`config.mk`:
```
export PLATFORM = sky130hd
export DESIGN_NAME = ppp_top
export DESIGN_NICKNAME = d
export VERILOG_FILES = /design/src/ppp_pkg.sv /design/src/ppp_erase_if.sv /design/src/ppp_erase_seq.sv /design/src/ppp_top.sv
export VERILOG_INCLUDE_DIRS = /design/src
export SDC_FILE = /design/constraint.sdc
export NUM_CORES = 1
export LEC_CHECK = 0
export BUFFER_PORTS_ARGS = -buffer_cell sky130_fd_sc_hd__buf_4
export CAP_MARGIN = 5
export CORE_ASPECT_RATIO = 0.8
export CORE_MARGIN = 2
export CORE_UTILIZATION = 50
export DETAILED_ROUTE_END_ITERATION = 10
export GPL_ROUTABILITY_DRIVEN = 0
export PLACE_DENSITY = 0.82
export SLEW_MARGIN = 20
export SYNTH_ARGS = -nofsm -noshare
export SYNTH_HDL_FRONTEND = slang
export SYNTH_SLANG_ARGS = --single-unit
```
`constraint.sdc`:
```
create_clock -name clock -period 6.69 [get_ports clock]
set_input_delay 0.3345 -clock clock [delete_from_list [all_inputs] [get_ports clock]]
set_output_delay 0.3345 -clock clock [all_outputs]
set_load 0.02 [all_outputs]
```
`src/ppp_map.svh`:
```
`ifndef PPP_MAP_SVH
`define PPP_MAP_SVH

// Command byte encodings.
`define PPP_CMD_ERASE 8'h80
`define PPP_CMD_WFUSE 8'h40
`define PPP_CMD_WLOCK 8'h20
`define PPP_CMD_WFLASH 8'h10
`define PPP_CMD_WEE 8'h11
`define PPP_CMD_RSIG 8'h08
`define PPP_CMD_RFUSE 8'h04
`define PPP_CMD_RFLASH 8'h02
`define PPP_CMD_REE 8'h03

// Action select codes {high, low}.
`define PPP_XA_ADDR 2'h0
`define PPP_XA_DATA 2'h1
`define PPP_XA_CMD 2'h2

// Entry select level required before and after the high voltage.
`define PPP_ENTRY_ZERO 4'h0
`define PPP_MIN_TOGGLES 3'h6

// Timing.
`define PPP_CLK_NS 100
`define PPP_HOLD_NS 100
`define PPP_HOLD_CYC ((`PPP_HOLD_NS + `PPP_CLK_NS - 1) / `PPP_CLK_NS)
`define PPP_SETTLE_NS 50000
`define PPP_SETTLE_CYC (`PPP_SETTLE_NS / `PPP_CLK_NS)
`define PPP_ERASE_PHASE_CYC 1000

`endif

```
`src/ppp_pkg.sv`:
```
package ppp_pkg;

    typedef enum logic [3:0] {
        PPP_OP_NONE = 4'h0,
        PPP_OP_ERASE = 4'h1,
        PPP_OP_WFUSE = 4'h2,
        PPP_OP_WLOCK = 4'h3,
        PPP_OP_WFLASH = 4'h4,
        PPP_OP_WEE = 4'h5,
        PPP_OP_RSIG = 4'h6,
        PPP_OP_RFUSE = 4'h7,
        PPP_OP_RFLASH = 4'h8,
        PPP_OP_REE = 4'h9
    } ppp_op_t;

    typedef enum logic [2:0] {
        PPP_ST_OFF = 3'h0,
        PPP_ST_TOGGLE = 3'h1,
        PPP_ST_ARMED = 3'h3,
        PPP_ST_CHECK = 3'h2,
        PPP_ST_SETTLE = 3'h6,
        PPP_ST_PROG = 3'h7,
        PPP_ST_FAIL = 3'h5
    } ppp_entry_t;

    typedef enum logic [1:0] {
        PPP_ER_IDLE = 2'h0,
        PPP_ER_FLASH = 2'h1,
        PPP_ER_LOCK = 2'h3,
        PPP_ER_EE = 2'h2
    } ppp_erase_t;

endpackage : ppp_pkg

```
`src/ppp_erase_if.sv`:
```
`timescale 1ns/1ps

interface ppp_erase_if;
    logic start;
    logic preserve_ee;
    logic busy;
    logic flash_erase;
    logic ee_erase;
    logic lock_clear;

    modport ctrl (
        output start,
        output preserve_ee,
        input busy,
        input flash_erase,
        input ee_erase,
        input lock_clear
    );

    modport seq (
        input start,
        input preserve_ee,
        output busy,
        output flash_erase,
        output ee_erase,
        output lock_clear
    );
endinterface : ppp_erase_if

```
`src/ppp_erase_seq.sv`:
```
`timescale 1ns/1ps
`include "ppp_map.svh"

module ppp_erase_seq
    import ppp_pkg::*;
(
    input wire logic clock,
    input wire logic rstn,
    ppp_erase_if.seq er
);

    ppp_erase_t state_ff;
    ppp_erase_t nxt_state_ff;
    logic [9:0] cnt_ff;
    logic [9:0] nxt_cnt_ff;
    logic busy_ff;
    logic nxt_busy_ff;
    logic flash_ff;
    logic nxt_flash_ff;
    logic ee_ff;
    logic nxt_ee_ff;
    logic lock_ff;
    logic nxt_lock_ff;

    always_comb begin
        nxt_state_ff = state_ff;
        nxt_cnt_ff = cnt_ff;
        case (state_ff)
            PPP_ER_IDLE: begin
                if (er.start) begin
                    nxt_state_ff = PPP_ER_FLASH;
                    nxt_cnt_ff = 10'(`PPP_ERASE_PHASE_CYC - 1);
                end
            end
            PPP_ER_FLASH: begin
                if (cnt_ff == 10'h000) begin
                    // Locks only drop once flash is wholly erased.
                    nxt_state_ff = PPP_ER_LOCK;
                end else begin
                    nxt_cnt_ff = cnt_ff - 10'h001;
                end
            end
            PPP_ER_LOCK: begin
                if (er.preserve_ee) begin
                    nxt_state_ff = PPP_ER_IDLE;
                end else begin
                    nxt_state_ff = PPP_ER_EE;
                    nxt_cnt_ff = 10'(`PPP_ERASE_PHASE_CYC - 1);
                end
            end
            PPP_ER_EE: begin
                if (cnt_ff == 10'h000) begin
                    nxt_state_ff = PPP_ER_IDLE;
                end else begin
                    nxt_cnt_ff = cnt_ff - 10'h001;
                end
            end
            default: begin
                nxt_state_ff = PPP_ER_IDLE;
            end
        endcase
        // Fuse bits have no path out of this sequencer at all.
        nxt_busy_ff = (nxt_state_ff != PPP_ER_IDLE);
        nxt_flash_ff = (nxt_state_ff == PPP_ER_FLASH);
        nxt_lock_ff = (nxt_state_ff == PPP_ER_LOCK);
        nxt_ee_ff = (nxt_state_ff == PPP_ER_EE);
    end

    always_ff @(posedge clock) begin
        if (!rstn) begin
            state_ff <= PPP_ER_IDLE;
            cnt_ff <= 10'h000;
            busy_ff <= 1'b0;
            flash_ff <= 1'b0;
            ee_ff <= 1'b0;
            lock_ff <= 1'b0;
        end else begin
            state_ff <= nxt_state_ff;
            cnt_ff <= nxt_cnt_ff;
            busy_ff <= nxt_busy_ff;
            flash_ff <= nxt_flash_ff;
            ee_ff <= nxt_ee_ff;
            lock_ff <= nxt_lock_ff;
        end
    end

    assign er.busy = busy_ff;
    assign er.flash_erase = flash_ff;
    assign er.ee_erase = ee_ff;
    assign er.lock_clear = lock_ff;

endmodule : ppp_erase_seq

```
`src/ppp_top.sv`:
```
`timescale 1ns/1ps
`include "ppp_map.svh"

// Summary of operation
// - Write commands: fuse 0x40, lock 0x20, flash 0x10, EEPROM 0x11.
// - Command 0x80 requests a whole chip erase.
// - Read commands: fuse and lock 0x04, flash 0x02, EEPROM 0x03.
// - Command 0x08 reads identification bytes and calibration byte.
// - Loaded command and address are kept while operations run.
// - Chip erase clears flash, EEPROM and locks, never fuses.
// - Lock bits are released only after flash erase has completed.
// - With the preserve fuse programmed, chip erase spares the EEPROM.
// - Oscillator input rising edge latches the command byte when selected.
// - Write strobe low pulse starts erase; ready/busy is low meanwhile.

module ppp_top
    import ppp_pkg::*;
(
    input wire logic clock,
    input wire logic rstn,
    input wire logic reset_pin_low,
    input wire logic reset_pin_hv,
    input wire logic [3:0] entry_select,
    input wire logic oscillator_input_pin,
    input wire logic action_select_high,
    input wire logic action_select_low,
    input wire logic byte_select_pin,
    input wire logic [7:0] data_bus,
    input wire logic write_strobe_n,
    input wire logic eeprom_preserve_fuse,
    output logic ready_busy_output,
    output logic prog_mode,
    output logic entry_refused,
    output logic [7:0] command_out,
    output logic [3:0] op_kind,
    output logic [15:0] address_out,
    output logic [7:0] data_out,
    output logic write_start,
    output logic read_select,
    output logic flash_erase,
    output logic eeprom_erase,
    output logic lock_clear
);

    function automatic ppp_op_t decode_cmd(input logic [7:0] cmd);
        ppp_op_t op;
        op = PPP_OP_NONE;
        case (cmd)
            `PPP_CMD_ERASE: op = PPP_OP_ERASE;
            `PPP_CMD_WFUSE: op = PPP_OP_WFUSE;
            `PPP_CMD_WLOCK: op = PPP_OP_WLOCK;
            `PPP_CMD_WFLASH: op = PPP_OP_WFLASH;
            `PPP_CMD_WEE: op = PPP_OP_WEE;
            `PPP_CMD_RSIG: op = PPP_OP_RSIG;
            `PPP_CMD_RFUSE: op = PPP_OP_RFUSE;
            `PPP_CMD_RFLASH: op = PPP_OP_RFLASH;
            `PPP_CMD_REE: op = PPP_OP_REE;
            default: op = PPP_OP_NONE;
        endcase
        return op;
    endfunction : decode_cmd

    function automatic logic is_write_op(input ppp_op_t op);
        return (op == PPP_OP_WFUSE) || (op == PPP_OP_WLOCK) ||
            (op == PPP_OP_WFLASH) || (op == PPP_OP_WEE);
    endfunction : is_write_op

    function automatic logic is_read_op(input ppp_op_t op);
        return (op == PPP_OP_RSIG) || (op == PPP_OP_RFUSE) ||
            (op == PPP_OP_RFLASH) || (op == PPP_OP_REE);
    endfunction : is_read_op

    ppp_erase_if er ();

    ppp_erase_seq u_erase (
        .clock(clock),
        .rstn(rstn),
        .er(er.seq)
    );

    // Edge detection on the sampled strobes.
    logic osc_prev_ff;
    logic wr_prev_ff;
    logic osc_rise;
    logic wr_fall;

    always_ff @(posedge clock) begin
        if (!rstn) begin
            osc_prev_ff <= 1'b0;
            wr_prev_ff <= 1'b1;
        end else begin
            osc_prev_ff <= oscillator_input_pin;
            wr_prev_ff <= write_strobe_n;
        end
    end

    assign osc_rise = oscillator_input_pin & ~osc_prev_ff;
    assign wr_fall = ~write_strobe_n & wr_prev_ff;

    // Entry sequence.
    ppp_entry_t state_ff;
    ppp_entry_t nxt_state_ff;
    logic [2:0] toggles_ff;
    logic [2:0] nxt_toggles_ff;
    logic [9:0] cnt_ff;
    logic [9:0] nxt_cnt_ff;
    logic [3:0] sel_prev_ff;
    logic [3:0] nxt_sel_prev_ff;
    logic refused_ff;
    logic nxt_refused_ff;
    logic osc_edge;

    assign osc_edge = oscillator_input_pin ^ osc_prev_ff;

    always_comb begin
        nxt_state_ff = state_ff;
        nxt_toggles_ff = toggles_ff;
        nxt_cnt_ff = cnt_ff;
        nxt_sel_prev_ff = entry_select;
        nxt_refused_ff = refused_ff;
        case (state_ff)
            PPP_ST_OFF: begin
                nxt_toggles_ff = 3'h0;
                nxt_cnt_ff = 10'h000;
                if (reset_pin_low && !reset_pin_hv) begin
                    nxt_state_ff = PPP_ST_TOGGLE;
                    nxt_refused_ff = 1'b0;
                end
            end
            PPP_ST_TOGGLE: begin
                if (!reset_pin_low) begin
                    nxt_state_ff = PPP_ST_OFF;
                end else if (osc_edge) begin
                    // Each level change of the oscillator input counts as one toggle.
                    if (toggles_ff == `PPP_MIN_TOGGLES - 3'h1) begin
                        nxt_state_ff = PPP_ST_ARMED;
                    end
                    nxt_toggles_ff = toggles_ff + 3'h1;
                end
            end
            PPP_ST_ARMED: begin
                if (reset_pin_hv) begin
                    if (cnt_ff >= 10'(`PPP_HOLD_CYC) &&
                        entry_select == `PPP_ENTRY_ZERO) begin
                        nxt_state_ff = PPP_ST_CHECK;
                        nxt_cnt_ff = 10'h000;
                    end else begin
                        nxt_state_ff = PPP_ST_FAIL;
                        nxt_refused_ff = 1'b1;
                    end
                end else if (!reset_pin_low) begin
                    nxt_state_ff = PPP_ST_OFF;
                end else if (entry_select == `PPP_ENTRY_ZERO) begin
                    if (cnt_ff < 10'(`PPP_HOLD_CYC)) begin
                        nxt_cnt_ff = cnt_ff + 10'h001;
                    end
                end else begin
                    nxt_cnt_ff = 10'h000;
                end
            end
            PPP_ST_CHECK: begin
                if (!reset_pin_hv) begin
                    nxt_state_ff = PPP_ST_OFF;
                end else if (entry_select != sel_prev_ff ||
                    entry_select != `PPP_ENTRY_ZERO) begin
                    // Any movement inside the guard window refuses entry.
                    nxt_state_ff = PPP_ST_FAIL;
                    nxt_refused_ff = 1'b1;
                end else if (cnt_ff == 10'(`PPP_HOLD_CYC - 1)) begin
                    nxt_state_ff = PPP_ST_SETTLE;
                    nxt_cnt_ff = 10'h000;
                end else begin
                    nxt_cnt_ff = cnt_ff + 10'h001;
                end
            end
            PPP_ST_SETTLE: begin
                // Commands are not taken before the settle time, so ready stays low.
                if (!reset_pin_hv) begin
                    nxt_state_ff = PPP_ST_OFF;
                end else if (cnt_ff == 10'(`PPP_SETTLE_CYC - 1)) begin
                    nxt_state_ff = PPP_ST_PROG;
                end else begin
                    nxt_cnt_ff = cnt_ff + 10'h001;
                end
            end
            PPP_ST_PROG: begin
                // Dropping the high voltage mid erase abandons programming mode.
                if (!reset_pin_hv) begin
                    nxt_state_ff = PPP_ST_OFF;
                end
            end
            PPP_ST_FAIL: begin
                if (!reset_pin_hv) begin
                    nxt_state_ff = PPP_ST_OFF;
                end
            end
            default: begin
                nxt_state_ff = PPP_ST_OFF;
            end
        endcase
    end

    always_ff @(posedge clock) begin
        if (!rstn) begin
            state_ff <= PPP_ST_OFF;
            toggles_ff <= 3'h0;
            cnt_ff <= 10'h000;
            sel_prev_ff <= 4'h0;
            refused_ff <= 1'b0;
        end else begin
            state_ff <= nxt_state_ff;
            toggles_ff <= nxt_toggles_ff;
            cnt_ff <= nxt_cnt_ff;
            sel_prev_ff <= nxt_sel_prev_ff;
            refused_ff <= nxt_refused_ff;
        end
    end

    // Command, address and data holding registers.
    logic in_prog;
    logic busy_now;
    logic [7:0] cmd_ff;
    logic [7:0] nxt_cmd_ff;
    ppp_op_t op_ff;
    ppp_op_t nxt_op_ff;
    logic [15:0] addr_ff;
    logic [15:0] nxt_addr_ff;
    logic [7:0] data_ff;
    logic [7:0] nxt_data_ff;
    logic erase_start_ff;
    logic nxt_erase_start_ff;
    logic write_start_ff;
    logic nxt_write_start_ff;
    logic ready_ff;
    logic nxt_ready_ff;
    logic prog_ff;
    logic read_ff;

    assign in_prog = (state_ff == PPP_ST_PROG);
    assign busy_now = erase_start_ff | er.busy;

    always_comb begin
        nxt_cmd_ff = cmd_ff;
        nxt_op_ff = op_ff;
        nxt_addr_ff = addr_ff;
        nxt_data_ff = data_ff;
        nxt_erase_start_ff = 1'b0;
        nxt_write_start_ff = 1'b0;
        // Loads during an erase are dropped rather than corrupting held state.
        if (in_prog && ready_ff && osc_rise) begin
            case ({action_select_high, action_select_low})
                `PPP_XA_CMD: begin
                    if (!byte_select_pin) begin
                        nxt_cmd_ff = data_bus;
                        nxt_op_ff = decode_cmd(data_bus);
                    end
                end
                `PPP_XA_ADDR: begin
                    if (byte_select_pin) begin
                        nxt_addr_ff = {data_bus, addr_ff[7:0]};
                    end else begin
                        nxt_addr_ff = {addr_ff[15:8], data_bus};
                    end
                end
                `PPP_XA_DATA: begin
                    nxt_data_ff = data_bus;
                end
                default: begin
                    nxt_data_ff = data_ff;
                end
            endcase
        end
        if (in_prog && ready_ff && wr_fall) begin
            nxt_erase_start_ff = (op_ff == PPP_OP_ERASE);
            nxt_write_start_ff = is_write_op(op_ff);
        end
        // Ready rises with programming mode and has no gap while the sequencer wakes up.
        nxt_ready_ff = (nxt_state_ff == PPP_ST_PROG) && !nxt_erase_start_ff &&
            !busy_now;
    end

    always_ff @(posedge clock) begin
        if (!rstn) begin
            cmd_ff <= 8'h00;
            op_ff <= PPP_OP_NONE;
            addr_ff <= 16'h0000;
            data_ff <= 8'h00;
            erase_start_ff <= 1'b0;
            write_start_ff <= 1'b0;
            ready_ff <= 1'b0;
            prog_ff <= 1'b0;
            read_ff <= 1'b0;
        end else begin
            // Holding registers persist across operations.
            cmd_ff <= nxt_cmd_ff;
            op_ff <= nxt_op_ff;
            addr_ff <= nxt_addr_ff;
            data_ff <= nxt_data_ff;
            erase_start_ff <= nxt_erase_start_ff;
            write_start_ff <= nxt_write_start_ff;
            ready_ff <= nxt_ready_ff;
            prog_ff <= (nxt_state_ff == PPP_ST_PROG);
            read_ff <= in_prog && is_read_op(nxt_op_ff);
        end
    end

    assign er.start = erase_start_ff;
    assign er.preserve_ee = eeprom_preserve_fuse;

    assign ready_busy_output = ready_ff;
    assign prog_mode = prog_ff;
    assign entry_refused = refused_ff;
    assign command_out = cmd_ff;
    assign op_kind = op_ff;
    assign address_out = addr_ff;
    assign data_out = data_ff;
    assign write_start = write_start_ff;
    assign read_select = read_ff;
    assign flash_erase = er.flash_erase;
    assign eeprom_erase = er.ee_erase;
    assign lock_clear = er.lock_clear;

endmodule : ppp_top

```
Word level (Yosys, flattened, before mapping)
Cells that the tools add are included.
{"block": "op_classes", "addsub": 3, "order_cmp": 2, "eq_ne": 52, "muxes": 48, "n_bitwise": 7, "reduce_logical": 40}
{"op": "$mux W10", "n": 13}
{"op": "$mux W3", "n": 15}
{"op": "$pmux W10 S4", "n": 1}
{"op": "$pmux W4 S9", "n": 1}
{"op": "$pmux W10 S3", "n": 1}
{"op": "$ne A2 B2 Y1 const B", "n": 13}
{"op": "$logic_not A10 Y1", "n": 2}
{"op": "$pmux W3 S6", "n": 1}
{"op": "$eq A4 B3 Y1 const B", "n": 4}
{"op": "$eq A8 B2 Y1 const B", "n": 2}
{"op": "$eq A8 B5 Y1 const B", "n": 2}
{"op": "$eq A3 B3 Y1 const B", "n": 5}
{"op": "$reduce_and A3 Y1", "n": 5}
{"op": "$mux W4", "n": 3}
{"op": "$add A10 B1 Y10 const B", "n": 1}
{"op": "$eq A10 B9 Y1 const B", "n": 1}
{"op": "$eq A2 B2 Y1 const B", "n": 5}
{"op": "$ge A10 B1 Y1 const B", "n": 1}
{"op": "$lt A10 B1 Y1 const B", "n": 1}
{"op": "$sub A10 B1 Y10 const B", "n": 1}
{"op": "$eq A4 B2 Y1 const B", "n": 2}
{"op": "$eq A4 B4 Y1 const B", "n": 2}
{"op": "$eq A8 B3 Y1 const B", "n": 1}
{"op": "$eq A8 B4 Y1 const B", "n": 1}
{"op": "other kinds (33)", "n": 68}
{"block": "word_totals", "ff_bits": 80}

Logic depth before layout (Yosys ltp)
Gate-level depths: netlist of the first run.
{"block": "depth", "depth_word": 10, "mapped_depth": 9, "depth_no_buf": 8}

Modules after synthesis
A second synthesis of the first run with hierarchy kept.
{"block": "unflattened", "hier_cells": 457, "hier_area_um2": 4065.1}
{"mod": "ppp_top", "instances": 1, "cells_each": 355, "area_per_inst_um2": 3189.3, "seq_area_each_um2": 1281.2}
{"mod": "ppp_erase_seq", "instances": 1, "cells_each": 102, "area_per_inst_um2": 875.8, "seq_area_each_um2": 320.3}

Worst setup path before layout of the first run
Ideal clock, no wire load.
{"block": "synth_path", "kind": "reg2reg", "start": "register u_erase.cnt_ff[3]", "end": "register u_erase.cnt_ff[6]", "setup_ps": 115, "t_arrival_ps": 2192, "t_required_ps": 6575, "slack_ps": 4383, "path_stages_with_launch": 9, "path_buffers": 2, "period_less_slack_ps": 2307, "cell_sequence": "dfxtp_1 > or4_1 > buf_2 > or4_4 > buf_6 > o2111ai_4 > nor4_1 > xor2_1 > o21a_1"}
{"block": "synth_between", "elab_chain_cells": 3, "elab_cells_between_ends": 6, "cone_classes": "add/sub (1); eq/ne (1); mux (2); reduce/logical (2)"}
{"item": "from (decl)", "line_no": "ppp_erase_seq.sv:14", "source": "logic [9:0] cnt_ff;"}
{"item": "from (signal assigned)", "line_no": "ppp_erase_seq.sv:79", "source": "cnt_ff <= nxt_cnt_ff;"}
{"item": "$sub A10 B1 Y10 / $logic_not A10 Y1 (equally long branches)"}
{"item": "$mux W10 / $ne A2 B2 Y1 (equally long branches)"}
{"item": "$pmux W10 S3 / $reduce_and A3 Y1 (equally long branches)"}
Several ways; a longest one is shown, not always the timed one. The select of a mux whose other input is x is not followed.
A chain may end at the register's enable or synchronous reset.

Worst setup path in the final report of the first run
{"block": "layout_path", "start": "register cnt_ff[1]", "end": "register cnt_ff[8]"}
{"block": "layout_between", "elab_chain_cells": 6, "elab_cells_between_ends": 20, "cone_classes": "add/sub (1); order compare (2); eq/ne (4); mux (10); reduce/logical (3)"}
{"item": "from (decl)", "line_no": "ppp_top.sv:105", "source": "logic [9:0] cnt_ff;"}
{"item": "from (signal assigned)", "line_no": "ppp_top.sv:213", "source": "cnt_ff <= nxt_cnt_ff;"}
{"item": "$add A10 B1 Y10", "line_no": "ppp_top.sv:155, ppp_top.sv:173, ppp_top.sv:183"}
{"item": "$mux W10", "line_no": "ppp_top.sv:154", "source": "if (cnt_ff < 10'(`PPP_HOLD_CYC)) begin"}
{"item": "$mux W10", "line_no": "ppp_top.sv:153", "source": "end else if (entry_select == `PPP_ENTRY_ZERO) begin"}
{"item": "$mux W10", "line_no": "ppp_top.sv:151", "source": "end else if (!reset_pin_low) begin"}
{"item": "$mux W10", "line_no": "ppp_top.sv:142", "source": "if (reset_pin_hv) begin"}
{"item": "$pmux W10 S4", "line_no": "ppp_top.sv:121", "source": "case (state_ff)"}
Several ways; a longest one is shown, not always the timed one. The select of a mux whose other input is x is not followed.

==> parameters.txt, run 1 <==
Parameter                              Value

STA
  Setup skew after layout ... 10.9 ps
  Max Clock Freq ... between 300 and 400 MHz
  Final sum of negative setup slack ... 0 ps
  Unrepaired setup endpoints after global routing ... false
  Minimum clock period after layout ... 2620 ps
  Final setup violation count ... 0
  Tcrit/Tclk final ... 0.391
  Worst slew pin tran ... 888 ps
  Total count of max-transition violations in the final report ... 0
  Final Hold Vio Count ... 0
  Setup slack after layout ... about 4100 ps
  Relative slew slack ... 0.404

Finish
  Antenna Cells ... 0
  Sequential cell area ... 1600 sq um
  Count of filler cells inserted in the layout ... 659
  Layout cells sized above 1 ... 0.177
  Area occupied by multi-input gates ... approximately 2100 sq um
  Count of nets after finishing ... between 500 and 600
  Commonest non-fill, non-tap cells in the layout ... 80 x sky130_fd_sc_hd__dfxtp_1, 74 x sky130_fd_sc_hd__nand2_1, 65 x sky130_fd_sc_hd__buf_4
  Growth of design area from synthesis to finish ... 18.6%
  Leading cell type in the layout, fill and taps excluded ... sky130_fd_sc_hd__dfxtp_1

Route
  Remaining antenna violation count ... 0
  Vias ... roughly 3300
  Drt pass-1 iters ... 5
  Detailed-route wire length ... 8860 microns
  Routed WL per cell ... about 15 microns
  Drt initial violations ... ~150
  Number of vias per cell ... 5.42
  DR DRC count ... 0

Floorplan
  Area of the core region ... 7460 sq um
  Initial Utilization ... 0.519
  Die Width ... 102 microns
  FP Rows ... 28
  Die ar. ... 8470 sq um
  Die outline height ... ~83 microns
  Boundary Pins ... 66

Clock network
  CTS clock-pin slew for the worst setup and hold paths ... 80 ps
  Number of buffers added for setup after CTS ... 0
  TritonCTS clock tree ... built
  Number of H-tree branching levels ... 3
  CTS Hold Bufs ... 0
  Sink Count ... 80
  Source-to-sink clock delay at the later pin of the worst-skew pair ... roughly 360 ps
  Clock root buffer ... sky130_fd_sc_hd__clkbuf_8
  Max Root-Sink Buffers ... 2
  Inserted Clock Buffers ... 9
  Resized cells post-CTS ... 0

GRT
  Global Route Usage Sum ... 0.214
  Via count of the first global-routing pass ... ~2900
  Maximum number of pins on one net before global-route repair ... 63
  Initial antenna violation count ... 0
  Remaining global-route overflow ... 0
  Wire length of the first global-routing pass ... 13900 microns

Logic synthesis
  Cells after Synth ... 448
  Post-Syn Nets ... 482
  Yosys Warn Count ... 0
  Area fraction of the dominant cell type after synthesis ... 0.414
  Dominant cell type by area after synthesis ... sky130_fd_sc_hd__dfxtp_1
  Flop and latch count out of synthesis ... 80
  Biggest area contributors in the synthesized netlist ... sky130_fd_sc_hd__dfxtp_1 41%, sky130_fd_sc_hd__nand2_1 7.2%, sky130_fd_sc_hd__ha_1 3.9%, sky130_fd_sc_hd__a21boi_1 3.3%, sky130_fd_sc_hd__nor2_1 2.5%
  Syn_area_per_cell ... between 8 and 9 sq um
  Number of enable flip-flop cells after synthesis ... 0
  Proportion of synthesized chip area in sequential cells ... 0.414
  Post-synth cell types ... a little under 60
  Share of flip-flops with an asynchronous set or reset after synthesis ... 0
  Area of the mapped netlist ... 3870 sq um
  Post-synth top flop ... sky130_fd_sc_hd__dfxtp_1

Pwr
  Power Internal ... 709 uW
  Fraction of power consumed by the clock network ... 0.421
  Total Power Consumption ... approximately 900 uW
  Leakage power ... around 1.9 nW
  Cell Pwr Density ... between 150 and 200 nW/um^2
  Sequential fraction of design power ... 0.526
  Net switching power figure ... ~200 uW
  Portion of total power attributed to combinational logic ... 0.052
  Largest vdd supply drop ... around 110 uV
  Sw frac ... 0.223

Worst setup path
  Cell count of the worst reg-to-reg path ... 8
  Critical path class ... reg2reg
  Slowest Stage Delay on Critical Path ... 670 ps
  Crit start category ... flop
  Required time of the critical path ... about 7000 ps
  Critical path arrival ... ~2900 ps
  Worst setup EP type ... flop
  Maximum fanout along the worst path ... 10
  Cell chain of the critical path ... inv_1 -> ha_1 -> nor3b_1 -> nand3_1 -> a2111oi_2 -> or3_1 -> o21ai_2 -> a21oi_1
  Cell with the largest stage delay on the worst path ... sky130_fd_sc_hd__a2111oi_2

Hold path
  Number of cells on the worst hold path ... 2
  HP Class ... in2reg

Place
  Setup WS pre-CTS ... about 4100 ps
  Port buffer count ... 65
  DP HPWL ... 6220 microns

Flow run
  Maximum capacitance violations ... 0

Status
  Run status ... finished, final reports clean
## sequential cells by signal (all words and copies together), names as in the netlist, 4 cells and up
signal and count:
sel_prev_ff 4, command_out 8, op_kind 4, data_out 8, u_erase.cnt_ff 10, cnt_ff 10, address_out 16
## area by class of cell
cell class,count,share of cell area
inverter,20,0.0163
timing repair buffer,65,0.106
tap,105,0.0286
sequential,80,0.349
clock buffer,11,0.0286
clock inverter,5,0.0177
multi-input combinational,321,0.454
## power groups by stage
stage / logic, mW / registers (mW) / clock network [mW]
after floorplan: 0.0295 / 0.490 / 0
after detailed placement: 0.0468 / 0.492 / 0
final: 0.0476 / 0.480 / 0.384
after global routing: 0.0522 / 0.481 / 0.411
after CTS: 0.0472 / 0.480 / 0.391
after global placement: 0.0452 / 0.491 / 0
## metal layers
metal	GRT usage	routed length [microns]
met5	0	0
met4	0.0760	119
met1	0.284	3950
met3	0.0547	554
met2	0.338	4230
## worst max-delay path: cells and delay by family, from the launching register on
family	cells	cell delay (ps)
AO/OA/AOI/OAI	3	1060
adder cells (fa/ha/maj)	1	190
buffers and inverters	1	80
flip-flops	1	400
AND/OR/NAND/NOR	3	810
## metrics by stage
| stage | std cells | cell area, sq um | hold slack, ps | utilization |
|---|---|---|---|---|
| 6_report | 607 | 4590 | 184 | 0.615 |
| 5_1_grt | 607 | 4590 | 178 | 0.615 |
| 4_1_cts | 607 | 4590 | 178 | 0.615 |
| 3_5_place_dp | 591 | 4380 | 444 | 0.587 |
| 3_3_place_gp | 591 | 4380 | 442 | 0.587 |
| 2_1_floorplan | 448 | 3870 | 436 | - |
## cells in the mapped netlist (2+ instances only)
cell,count
sky130_fd_sc_hd__and2_1,11
sky130_fd_sc_hd__o21ai_1,2
sky130_fd_sc_hd__o21a_1,5
sky130_fd_sc_hd__mux2i_1,9
sky130_fd_sc_hd__buf_2,2
sky130_fd_sc_hd__o211a_1,2
sky130_fd_sc_hd__nor3b_1,3
sky130_fd_sc_hd__nand3b_1,3
sky130_fd_sc_hd__ha_1,12
sky130_fd_sc_hd__o2111ai_1,2
sky130_fd_sc_hd__or3_1,3
sky130_fd_sc_hd__a31oi_1,4
sky130_fd_sc_hd__nor4_1,7
sky130_fd_sc_hd__a21boi_1,17
sky130_fd_sc_hd__xor2_1,6
sky130_fd_sc_hd__a21o_1,2
sky130_fd_sc_hd__or4_1,6
sky130_fd_sc_hd__nand3_1,8
sky130_fd_sc_hd__nand2_1,74
sky130_fd_sc_hd__o31a_1,4
sky130_fd_sc_hd__dfxtp_1,80
sky130_fd_sc_hd__nor4bb_1,2
sky130_fd_sc_hd__nor2_1,26
sky130_fd_sc_hd__inv_1,20
sky130_fd_sc_hd__o21ai_0,11
sky130_fd_sc_hd__and3_1,4
sky130_fd_sc_hd__o31ai_1,4
sky130_fd_sc_hd__a21boi_0,11
sky130_fd_sc_hd__nand4b_1,4
sky130_fd_sc_hd__a21oi_1,10
sky130_fd_sc_hd__nor2b_1,15
sky130_fd_sc_hd__nor3_1,14
sky130_fd_sc_hd__and4_1,3
sky130_fd_sc_hd__nand2b_1,2
sky130_fd_sc_hd__clkbuf_1,24
sky130_fd_sc_hd__nor4b_1,3
sky130_fd_sc_hd__nand4_1,4
sky130_fd_sc_hd__xnor2_1,9
## logic make-up after synthesis
logic type,Yosys count,share of synthesized area
AOI/OAI and AO/OA,87,0.175
xor gates and xnor gates,15,0.0339
adders and majority gates,12,0.0388
buffers and inverters,47,0.0482
DFF,80,0.414
muxes,9,0.0233
and+or+nand+nor,198,0.267
## path summary, 6_finish.rpt
kind / startpoint / end / slack [ps]
max: cnt_ff[1] / cnt_ff[8] / 4070
min reg2reg: address_out[1] / address_out[1] / 450
max reg2reg: cnt_ff[1] / cnt_ff[8] / 4070
min: write_strobe_n / wr_prev_ff / 180
Power figures use the tool's default switching activity.
==> run 2, diff against run 1 <==
Clock period 6.69 ns to 2.6 ns, I/O delays scaled along.
==> run 2 against run 1 <==
Via count grew 3.4%. Hold slack lost 170 ps. Die area is the same. Sequential power grew to 2.6 times the previous value. Global-route usage grew 0.67 points. Cell count grew 1.8%. Routed wire length grew 2.8%. Power grew 150%. Core utilization grew 0.99 points. Fmax grew 7.1%. First-iteration DRC count grew 5.4%. Clock power grew 130%. Critical path type unchanged. Largest cell class unchanged.
==> parameters.txt, run 2 (synthesis results as in run 1) <==
Parameter                              Value

Worst setup path
  Cell with the largest stage delay on the worst path ... sky130_fd_sc_hd__or4_4
  Cell chain of the critical path ... inv_1 -> ha_1 -> or3b_2 -> or4_4 -> o2111ai_4 -> nor4_1 -> xor2_1 -> o21a_1
  Worst setup EP type ... flop
  Critical path class ... reg2reg
  Crit start category ... flop
  Critical path arrival ... 2700 ps (-200 ps)
  Count of buffering cells on the critical path with inverters included ... 1 (unchanged)
  Top cell family by delay on the critical path ... simple AND/OR/NAND/NOR gates
  Required time of the critical path ... 2850 ps (-4120 ps)
  Slowest Stage Delay on Critical Path ... 520 ps (-150 ps)
  Maximum fanout along the worst path ... 7 (-3)

Place
  Cell area after placement ... 4450 sq um (+1.7%)
  Cells after DPL ... 601 (+1.7%)
  DP HPWL ... 6420 microns (+3.2%)
  Port buffer count ... 65 (unchanged)
  Setup WS pre-CTS ... 154 ps (-3940 ps)

Pwr
  Fraction of power consumed by the clock network ... 0.396 (-0.025)
  Leakage power ... 1.91 nW (+2.9%)
  Net switching power figure ... 511 uW (+150%)
  Portion of total power attributed to combinational logic ... 0.058 (+0.006)
  Total Power Consumption ... 2.26 mW (+150%)
  Sequential fraction of design power ... 0.546 (+0.020)
  Sw frac ... 0.226 (+0.00339)
  Power Internal ... 1.75 mW (+150%)
  Cell Pwr Density ... 484 nW/um^2 (+140%)
  Largest vdd supply drop ... 287 uV (+160%)

Finish
  Number of flip-flops under the largest register name ... 16 (unchanged)
  Count of non-filler cells in the finished layout ... 618 (+1.8%)
  Count of nets after finishing ... 543 (+2.3%)
  Count of filler cells inserted in the layout ... 641 (-2.7%)
  Leading cell type in the layout, fill and taps excluded ... sky130_fd_sc_hd__dfxtp_1
  Growth of design area from synthesis to finish ... 20.5%
  Layout cells sized above 1 ... 0.195 (+0.0176)
  Commonest non-fill, non-tap cells in the layout ... 80 x sky130_fd_sc_hd__dfxtp_1, 75 x sky130_fd_sc_hd__buf_4, 74 x sky130_fd_sc_hd__nand2_1
  Antenna Cells ... 0 (unchanged)
  Post-route design area ... 4670 sq um (+1.6%)
  Final core utilization ... 0.625 (+0.00989)

STA
  Setup slack after layout ... 156 ps (-3920 ps)
  Setup skew after layout ... 6.73 ps (-4.19 ps)
  Relative slew slack ... 0.570 (+0.167)
  Tcrit/Tclk final ... 0.940 (+0.549)
  Total count of max-transition violations in the final report ... 0 (unchanged)
  Final sum of negative setup slack ... 0 ps (unchanged)
  Min Hold Slack ... 16.8 ps (-167 ps)
  Unrepaired setup endpoints after global routing ... false
  Minimum clock period after layout ... 2440 ps (-172 ps)
  Final Hold Vio Count ... 0 (unchanged)
  Worst slew pin tran ... 635 ps (-252 ps)
  Max Clock Freq ... 409 MHz (+7.1%)
  Final setup violation count ... 0 (unchanged)

Clock network
  Sink Count ... 80 (unchanged)
  Source-to-sink clock delay at the later pin of the worst-skew pair ... 350 ps (about the same)
  Max Root-Sink Buffers ... 2 (unchanged)
  TritonCTS clock tree ... built
  Number of H-tree branching levels ... 3 (unchanged)
  CTS clock-pin slew for the worst setup and hold paths ... 80 ps (about the same)
  Number of buffers added for setup after CTS ... 0 (unchanged)
  Clock root buffer ... sky130_fd_sc_hd__clkbuf_8
  Inserted Clock Buffers ... 9 (unchanged)

Route
  Detailed-route wire length ... 9110 microns (+2.8%)
  Drt initial violations ... 157 (+5.4%)
  Vias ... 3402 (+3.4%)
  Remaining antenna violation count ... 0 (unchanged)
  Number of vias per cell ... 5.50 (+1.6%)
  Drt pass-1 iters ... 5 (unchanged)
  Routed WL per cell ... 14.7 microns (+0.98%)
  DR DRC count ... 0 (unchanged)

Floorplan
  Boundary Pins ... 66 (unchanged)
  Die Width ... 102 microns (unchanged)
  Area of the core region ... 7460 sq um (unchanged)
  Die ar. ... 8470 sq um (unchanged)
  FP Rows ... 28 (unchanged)
  Die outline height ... 82.7 microns (unchanged)
  Initial Utilization ... 0.519 (unchanged)

GRT
  Remaining global-route overflow ... 0 (unchanged)
  Wire length of the first global-routing pass ... 14400 microns (+3.4%)
  Initial antenna violation count ... 0 (unchanged)
  Via count of the first global-routing pass ... 3133 (+6.4%)
  Maximum number of pins on one net before global-route repair ... 62 (-1.6%)
  Global Route Usage Sum ... 0.220 (+0.00669)

Flow run
  Maximum capacitance violations ... 0 (unchanged)

Status
  Run status ... finished, final reports clean

Hold path
  HP Class ... in2reg
[run 2: cell types whose count changed in the layout (fill, tap and decap cells not counted), sizes merged]
cell         previous run  this run
bufinv                  2         1
buf                    65        75
clkinvlp                1         0
clkinv                  2         3
dlygate4sd3             0         2
[run 2: power groups by stage]
stage               combinational, mW  sequential (mW)  clock (mW)
global placement                0.122             1.26           0
finish                          0.131             1.23       0.894
CTS                             0.128             1.23       0.906
floorplan                      0.0760             1.26           0
global route                    0.143             1.24       0.949
detailed placement              0.126             1.26           0
[run 2: layout make-up]
cell class | count | area (sq um) | area share
tap | 105 | 131 | 0.0282
timing repair buffer | 77 | 583 | 0.125
multi-input combinational | 321 | 2090 | 0.448
clock buffer | 11 | 141 | 0.0303
clock inverter | 4 | 45.0 | 0.00965
inverter | 20 | 75.1 | 0.0161
sequential | 80 | 1600 | 0.343
[run 2: worst paths after layout]
path	depth (start not counted)	slack, ps	endpoint	startpoint
worst min register to register	2	450	address_out[8]	address_out[8]
worst max-delay path	8	160	u_erase.cnt_ff[6]	u_erase.cnt_ff[0]
worst max register to register	8	160	u_erase.cnt_ff[6]	u_erase.cnt_ff[0]
worst min-delay path	2	20	sel_prev_ff[1]	entry_select[1]
[run 2: metal layers]
metal,track usage,up-vias,wire (microns)
met1,0.287,1596,4150
met2,0.361,114,4290
met3,0.0513,17,521
li1,-,1675,-
met5,0,-,0
met4,0.0787,0,145
[run 2: worst register-to-register path, delay by kind of cell, from the launching register on]
kind,cells,cell delay (ps)
AND/OR/NAND/NOR,3,1090
AO/OA/AOI/OAI,2,450
flip-flops,1,340
adder cells (fa/ha/maj),1,240
XOR/XNOR,1,150
buffers and inverters,1,70
[run 2: what timing repair did]
item / in CTS / in global routing
resized for setup: 0 / 1
hold endpoints to repair: 2 / 0
endpoints found under the setup margin: 0 / 10
hold buffers: 2 / 0
